**src/design/rcis_pkg.sv**
```systemverilog
// Package for the reference clock configuration and channel interrupt summary registers.
// Assumes a plain register port with read data one cycle after the read strobe.
package rcis_pkg;

   localparam int          RCIS_ADDR_W        = 12;
   localparam int          RCIS_DATA_W        = 8;
   localparam int          RCIS_NUM_CH        = 22;
   localparam int          RCIS_SEL_W         = 5;

   // Register offsets; the reference config register has no printed offset
   localparam logic [11:0] RCIS_OFS_REF2_CFG  = 12'h280;
   localparam logic [11:0] RCIS_OFS_SUM_LOW   = 12'h2C0;
   localparam logic [11:0] RCIS_OFS_SUM_MID   = 12'h300;
   localparam logic [11:0] RCIS_OFS_IRQ_STAT  = 12'h3E0;
   localparam logic [11:0] RCIS_OFS_IRQ_MASK  = 12'h3E4;

   // Field positions of the reference config register
   localparam int          RCIS_BIT_OE        = 6;
   localparam int          RCIS_BIT_RATE      = 5;

   // Reset values
   localparam logic [7:0]  RCIS_RST_REF2_CFG  = 8'h41;
   localparam logic [7:0]  RCIS_RST_SUM       = 8'h00;
   localparam logic [1:0]  RCIS_RST_IRQ       = 2'h0;

   // Highest channel code; codes above pick the external input
   localparam logic [4:0]  RCIS_SEL_MAX_CH    = 5'h15;

   // Summary events: bit 0 low group rises, bit 1 mid group rises
   localparam int          RCIS_EV_LOW        = 0;
   localparam int          RCIS_EV_MID        = 1;

   typedef struct packed {
      logic                oe;
      logic                rate_e1;
      logic [4:0]          sel;
   } rcis_ref_cfg_t;

   typedef struct packed {
      logic [11:0]         addr;
      logic [7:0]          wdata;
      logic                wr;
      logic                rd;
   } rcis_bus_req_t;

endpackage : rcis_pkg

```
**src/design/rcis_ch_summary.sv**
```systemverilog
// Per-channel interrupt summary: OR of the enabled pending flags of one channel.
// Assumes flag and enable vectors synchronous to ref_clk.
`timescale 1ns/100ps
module rcis_ch_summary #(
   parameter int SRC_N = 8
) (
   // Clock and reset
   input  wire logic             ref_clk,
   input  wire logic             rst_n,
   // Channel sources
   input  wire logic [SRC_N-1:0] src_pend,
   input  wire logic [SRC_N-1:0] src_en,
   // Summary
   output logic                  summary
);
   import rcis_pkg::*;

   typedef struct packed {
      logic sum;
   } rcis_sum_state_t;

   rcis_sum_state_t st_reg;
   rcis_sum_state_t st_next;
   logic            any_pend;

   // Elaboration check on the source count
   if (SRC_N < 1)
   begin : g_bad_param
      $error("SRC_N must be at least 1");
   end

   assign any_pend = |(src_pend & src_en);

   always_comb
   begin
      st_next     = st_reg;
      st_next.sum = any_pend;
   end

   always_ff @(posedge ref_clk)
   begin
      if (!rst_n)
      begin
         st_reg <= '0;
      end
      else
      begin
         st_reg <= st_next;
      end
   end

   assign summary = st_reg.sum;
endmodule : rcis_ch_summary

```
**src/design/rcis_regs.sv**
```systemverilog
// Reference clock source configuration and channel interrupt summary registers.
// Assumes a register port master that never overlaps strobes and channel flags on ref_clk.
`timescale 1ns/100ps
module rcis_regs #(
   parameter int NUM_CH = 22,
   parameter int SRC_N  = 8
) (
   // Clock and reset
   input  wire logic                  ref_clk,
   input  wire logic                  rst_n,
   // Register port
   input  wire logic [11:0]           reg_addr,
   input  wire logic [7:0]            reg_wdata,
   input  wire logic                  reg_wr,
   input  wire logic                  reg_rd,
   output logic [7:0]                 reg_rdata,
   // Channel interrupt sources, SRC_N per channel
   input  wire logic [NUM_CH*SRC_N-1:0] ch_irq_pend,
   input  wire logic [NUM_CH*SRC_N-1:0] ch_irq_en,
   // Clock sources
   input  wire logic [NUM_CH-1:0]     ch_rec_clk,
   input  wire logic                  ext_clk_in,
   // Second reference output pin and external input rate type
   output logic                       second_reference_output_o,
   output logic                       second_reference_output_oe,
   output logic                       external_input_rate_type,
   // Interrupt
   output logic                       irq
);
   import rcis_pkg::*;

   typedef struct packed {
      rcis_ref_cfg_t cfg;
      logic [7:0]    rdata;
      logic [1:0]    stat;
      logic [1:0]    mask;
      logic [1:0]    low_any_d;
      logic          ref_out;
   } rcis_regs_state_t;

   rcis_regs_state_t st_reg;
   rcis_regs_state_t st_next;

   logic [NUM_CH-1:0] ch_sum;
   logic [7:0]        channel_irq_flags_1_to_8;
   logic [7:0]        channel_irq_flags_9_to_16;
   logic [1:0]        ev;
   logic              src_clk;

   // Elaboration check: the mapped summaries and the source decoder need all channels
   if (NUM_CH != RCIS_NUM_CH || SRC_N < 1)
   begin : g_bad_param
      $error("NUM_CH must be 22 and SRC_N at least 1");
   end

   genvar g;
   generate
      for (g = 0; g < NUM_CH; g++)
      begin : g_ch
         rcis_ch_summary #(
            .SRC_N (SRC_N)
         ) u_sum (
            .ref_clk  (ref_clk),
            .rst_n    (rst_n),
            .src_pend (ch_irq_pend[g*SRC_N +: SRC_N]),
            .src_en   (ch_irq_en[g*SRC_N +: SRC_N]),
            .summary  (ch_sum[g])
         );
      end
   endgenerate

   assign channel_irq_flags_1_to_8  = ch_sum[8:1];
   assign channel_irq_flags_9_to_16 = ch_sum[16:9];

   // Rising of either summary group is an event
   assign ev[RCIS_EV_LOW] = (|channel_irq_flags_1_to_8) & ~st_reg.low_any_d[RCIS_EV_LOW];
   assign ev[RCIS_EV_MID] = (|channel_irq_flags_9_to_16) & ~st_reg.low_any_d[RCIS_EV_MID];

   // Source selection
   always_comb
   begin
      if (st_reg.cfg.sel <= RCIS_SEL_MAX_CH)
      begin
         src_clk = ch_rec_clk[st_reg.cfg.sel];
      end
      else
      begin
         src_clk = ext_clk_in;
      end
   end

   always_comb
   begin
      st_next = st_reg;
      st_next.low_any_d = {|channel_irq_flags_9_to_16, |channel_irq_flags_1_to_8};
      st_next.ref_out   = src_clk;
      st_next.rdata     = RCIS_RST_SUM;
      if (reg_wr)
      begin
         if (reg_addr == RCIS_OFS_REF2_CFG)
         begin
            st_next.cfg.oe      = reg_wdata[RCIS_BIT_OE];
            st_next.cfg.rate_e1 = reg_wdata[RCIS_BIT_RATE];
            st_next.cfg.sel     = reg_wdata[RCIS_SEL_W-1:0];
         end
         else if (reg_addr == RCIS_OFS_IRQ_STAT)
         begin
            st_next.stat = st_reg.stat & ~reg_wdata[1:0];
         end
         else if (reg_addr == RCIS_OFS_IRQ_MASK)
         begin
            st_next.mask = reg_wdata[1:0];
         end
      end
      // Set wins over a simultaneous clear
      st_next.stat = st_next.stat | ev;
      if (reg_rd)
      begin
         if (reg_addr == RCIS_OFS_REF2_CFG)
         begin
            st_next.rdata = {1'b0, st_reg.cfg.oe, st_reg.cfg.rate_e1, st_reg.cfg.sel};
         end
         else if (reg_addr == RCIS_OFS_SUM_LOW)
         begin
            st_next.rdata = channel_irq_flags_1_to_8;
         end
         else if (reg_addr == RCIS_OFS_SUM_MID)
         begin
            st_next.rdata = channel_irq_flags_9_to_16;
         end
         else if (reg_addr == RCIS_OFS_IRQ_STAT)
         begin
            st_next.rdata = {6'h00, st_reg.stat};
         end
         else if (reg_addr == RCIS_OFS_IRQ_MASK)
         begin
            st_next.rdata = {6'h00, st_reg.mask};
         end
         else
         begin
            st_next.rdata = RCIS_RST_SUM;
         end
      end
   end

   always_ff @(posedge ref_clk)
   begin
      if (!rst_n)
      begin
         st_reg.cfg       <= RCIS_RST_REF2_CFG[6:0];
         st_reg.rdata     <= RCIS_RST_SUM;
         st_reg.stat      <= RCIS_RST_IRQ;
         st_reg.mask      <= RCIS_RST_IRQ;
         st_reg.low_any_d <= RCIS_RST_IRQ;
         st_reg.ref_out   <= 1'b0;
      end
      else
      begin
         st_reg <= st_next;
      end
   end

   assign reg_rdata                  = st_reg.rdata;
   assign second_reference_output_o  = st_reg.ref_out;
   assign second_reference_output_oe = st_reg.cfg.oe;
   assign external_input_rate_type   = st_reg.cfg.rate_e1;
   assign irq                        = |(st_reg.stat & st_reg.mask);
endmodule : rcis_regs

```
**config.mk**
```make
export PLATFORM = sky130hd
export DESIGN_NAME = rcis_regs
export DESIGN_NICKNAME = d
export VERILOG_FILES = /design/src/design/rcis_pkg.sv /design/src/design/rcis_ch_summary.sv /design/src/design/rcis_regs.sv
export SDC_FILE = /design/constraint.sdc
export NUM_CORES = 1
export LEC_CHECK = 0
export BUFFER_PORTS_ARGS = -buffer_cell sky130_fd_sc_hd__buf_2
export CAP_MARGIN = 0
export CORE_AREA = 2 2 161 163
export CTS_BUF_LIST = sky130_fd_sc_hd__clkbuf_16
export DETAILED_ROUTE_END_ITERATION = 12
export DIE_AREA = 0 0 163 165
export GPL_TIMING_DRIVEN = 0
export SETUP_SLACK_MARGIN = 0.5
export SLEW_MARGIN = 20
export SYNTH_ARGS = -nofsm -noshare
export SYNTH_HDL_FRONTEND = slang
export SYNTH_HIERARCHICAL = 1
export SYNTH_SLANG_ARGS = --single-unit
```
**constraint.sdc**
```tcl
create_clock -name ref_clk -period 2.55 [get_ports ref_clk]
set_clock_uncertainty 0.15 [all_clocks]
set_input_delay 0.1275 -clock ref_clk [delete_from_list [all_inputs] [get_ports ref_clk]]
set_output_delay 0.1275 -clock ref_clk [all_outputs]
set_load 0.005 [all_outputs]
```
==> impl_metrics.yaml <==
power_and_ir_drop:
  power_frac_clock: 0.357
  comb_power_share: 0.258
  p_per_area_nw_per_um2: 356
  p_sw_frac: 0.258
  ir_drop_mv: 0.273
  power.switching_w: 0.000424
  seq_power_share: 0.385
  p_int_w: 0.00122
  p_leak_nw: 2.30
logic_synthesis:
  yosysTopAreaCell: "dfxtp_1"
  synth_top_area_frac: 0.318
  syn_nets: 666
  ys_seq_elements: 38
  synthTopCellsByArea: "dfxtp_1, a22oi_1, a41oi_1"
  synth.most_common_cell: "a22oi_1"
  netlist_top_cells_count: "a22oi_1, dfxtp_1, inv_1"
  synth_edf_count: 0
  async_flop_share: 0
  ys_seq_area_frac: 0.318
  syn_area_sq_um: 2390
  ys.flop_type: "dfxtp_1"
  ys_warn_count: 6
  synthCells: 267
  synth_area_per_cell_sq_um: 8.96
  ys_types: 41
cells_and_area:
  area_growth_pct: 93.4
  final_cells: 942
  seqCellArea_sq_um: 761
  largest_reg_flops: 16
  fin_nets: 992
  multi_input_area_sq_um: 1440
  fillers: 2865
  layout-drive-gt1-share: 0.572
sta:
  hold_violations: 1
  period_needed_ns: 1.92
  setup_violations: 0
  slew_headroom: 0.599
  slew_viol_final: 0
  fin_ws_ns: 0.629
  setup-tns-final_ns: 0
  fin_crit_sh: 0.753
  max_freq_mhz: 521
  worstMarginPinSlew_ns: 0.602
  hold_slack_ns: -0.000525
  rsz0062_at_grt: "false"
routing:
  drc: 0
  vias_per_cell: 3.94
  drtIter0Drc: 198
  drt-pass1-iter-count: 4
  wl_um: 17500
  vias: 3716
  routedWlPerCell_um: 18.6
  ant_nets: 0
global_route:
  grt_use_total: 0.125
  grt_first_pass_wirelength_um: 23700
  grt_pass1_vias: 3656
  gr-total-overflow: 0
  antenna_found_initial: 39
  grt_max_degree: 23
critical_path:
  crit_buf_inv: 1
  crit_arrival_ns: 1.92
  cp.required_ns: 2.55
  cp_cell_sequence: "clkbuf_4 > mux4_2 > and2_1 > o41ai_1 > a211oi_1"
  endpoint_kind: "flip-flop"
  path_class: "reg -> reg"
  cp_top_family: "multiplexers"
  startpoint_type: "flip-flop"
  cp_max_fo: 10
  critPathSlowestCell: "mux4_2"
  slowest_delay_ns: 0.53
run_status:
  failed_checks: "hold timing"
  outcome: "finished with violations"
cts:
  clock_path_buffers: 2
  clk_latency_ns: 0.28
  root_buffer: "clkbuf_16"
  cts_sinks: 38
  cts_max_level: 2
  clkTransAtPathRegs_ns: 0.06
  cts_buffers: 5
  cts_tree: "done"
floorplanning:
  core_sq_um: 25000
  die_h_um: 165
  die_area_sq_um: 26900
  row_count: 58
  io_pins: 411
  die_w_um: 163
  initial_core_util: 0.0956
run:
  cap_violations: 0
placed_design:
  hpwl_um: 15900
  place_ws_ns: 0.454
  dp_cells: 909
  gp_congestion: 0.861
  port_buffers: 312
worst_hold_path:
  hold_path_class: "in -> reg"
layer usage:
metal  global-route usage  wire length, um  share of wire
met1                0.141             6850           0.39
met2                0.193             7340           0.42
met3               0.0922             2940           0.17
met4               0.0217              171         0.0098
met5                    0              184          0.011
worst paths after layout:
check / startpoint / endpoint / cells past startpoint / slack (ns)
worst max-delay path: st_reg[15] / second_reference_output_o / 5 / 0.63
worst min-delay path: reg_addr[2] / st_reg[4] / 3 / -0.0005
worst max register to register: st_reg[15] / second_reference_output_o / 5 / 0.63
worst min register to register: st_reg[2] / st_reg[6] / 2 / 0.33
final cells by class:
type                       count  share of cell area
antenna                       18             0.00974
buffer                        17              0.0260
clock buffer                   5              0.0270
clock inverter                 3             0.00352
inverter                      21              0.0170
multi-input combinational    191               0.310
sequential                    38               0.164
tap                          330              0.0893
timing repair buffer         319               0.353
power by group through the flow:
stage	combinational (W)	clock, W	sequential, W
2_1_floorplan	0.000121	0	0.000642
3_3_place_gp	0.000413	0	0.000647
3_5_place_dp	0.000421	0	0.000647
4_1_cts	0.000432	0.000596	0.000634
5_1_grt	0.000473	0.000622	0.000636
6_report	0.000424	0.000587	0.000634
worst register-to-register path: stages (launching register included):
cell and delay, ns:
dfxtp_1 0.30, clkbuf_4 0.24, mux4_2 0.53, and2_1 0.17
o41ai_1 0.33, a211oi_1 0.07
per-stage QoR:
step | util | instance area [sq um] | hold slack, ns | total power [W]
after floorplan | - | 2390 | 0.0901 | 0.000763
after global placement | 0.174 | 4370 | 0.224 | 0.00106
after detailed placement | 0.174 | 4370 | 0.227 | 0.00107
after CTS | 0.183 | 4580 | 0.000346 | 0.00166
after global routing | 0.184 | 4600 | 0.0134 | 0.00173
final | 0.185 | 4630 | -0.000525 | 0.00165
what timing repair did:
item	in CTS	in global routing
gates resized for setup	0	1
hold buffers	7	0
hold endpoints to repair	9	0
setup buffers	0	0
setup endpoints to repair	0	1
placed cells by master, fill, tap and decap left out, drive strengths merged, types with 3 or more instances in the layout:
| cell | count |
|---|---|
| o31ai | 3 |
| o22ai | 4 |
| a21boi | 9 |
| nor4 | 5 |
| nor2b | 3 |
| diode | 18 |
| a41oi | 16 |
| mux2i | 7 |
| clkbuf | 11 |
| a21oi | 5 |
| mux4 | 3 |
| buf | 323 |
| a22oi | 66 |
| dfxtp | 38 |
| o211a | 5 |
| dlygate4sd3 | 7 |
| nand2 | 9 |
| nand4 | 5 |
| o21ai | 12 |
| a32o | 4 |
| nand2b | 3 |
| nand3 | 11 |
| inv | 21 |
| nor3 | 3 |
cells by family (layout without fill, tap and decap cells):
group	Yosys count	in the layout	synth area share
AO/OA/AOI/OAI	132	132	0.416
AND/OR/NAND/NOR	49	49	0.127
flip-flops	38	38	0.318
buffers and inverters	38	365	0.0821
multiplexers	10	10	0.0575
other	0	18	0
Note: power is estimated with default switching activity, not from simulation.
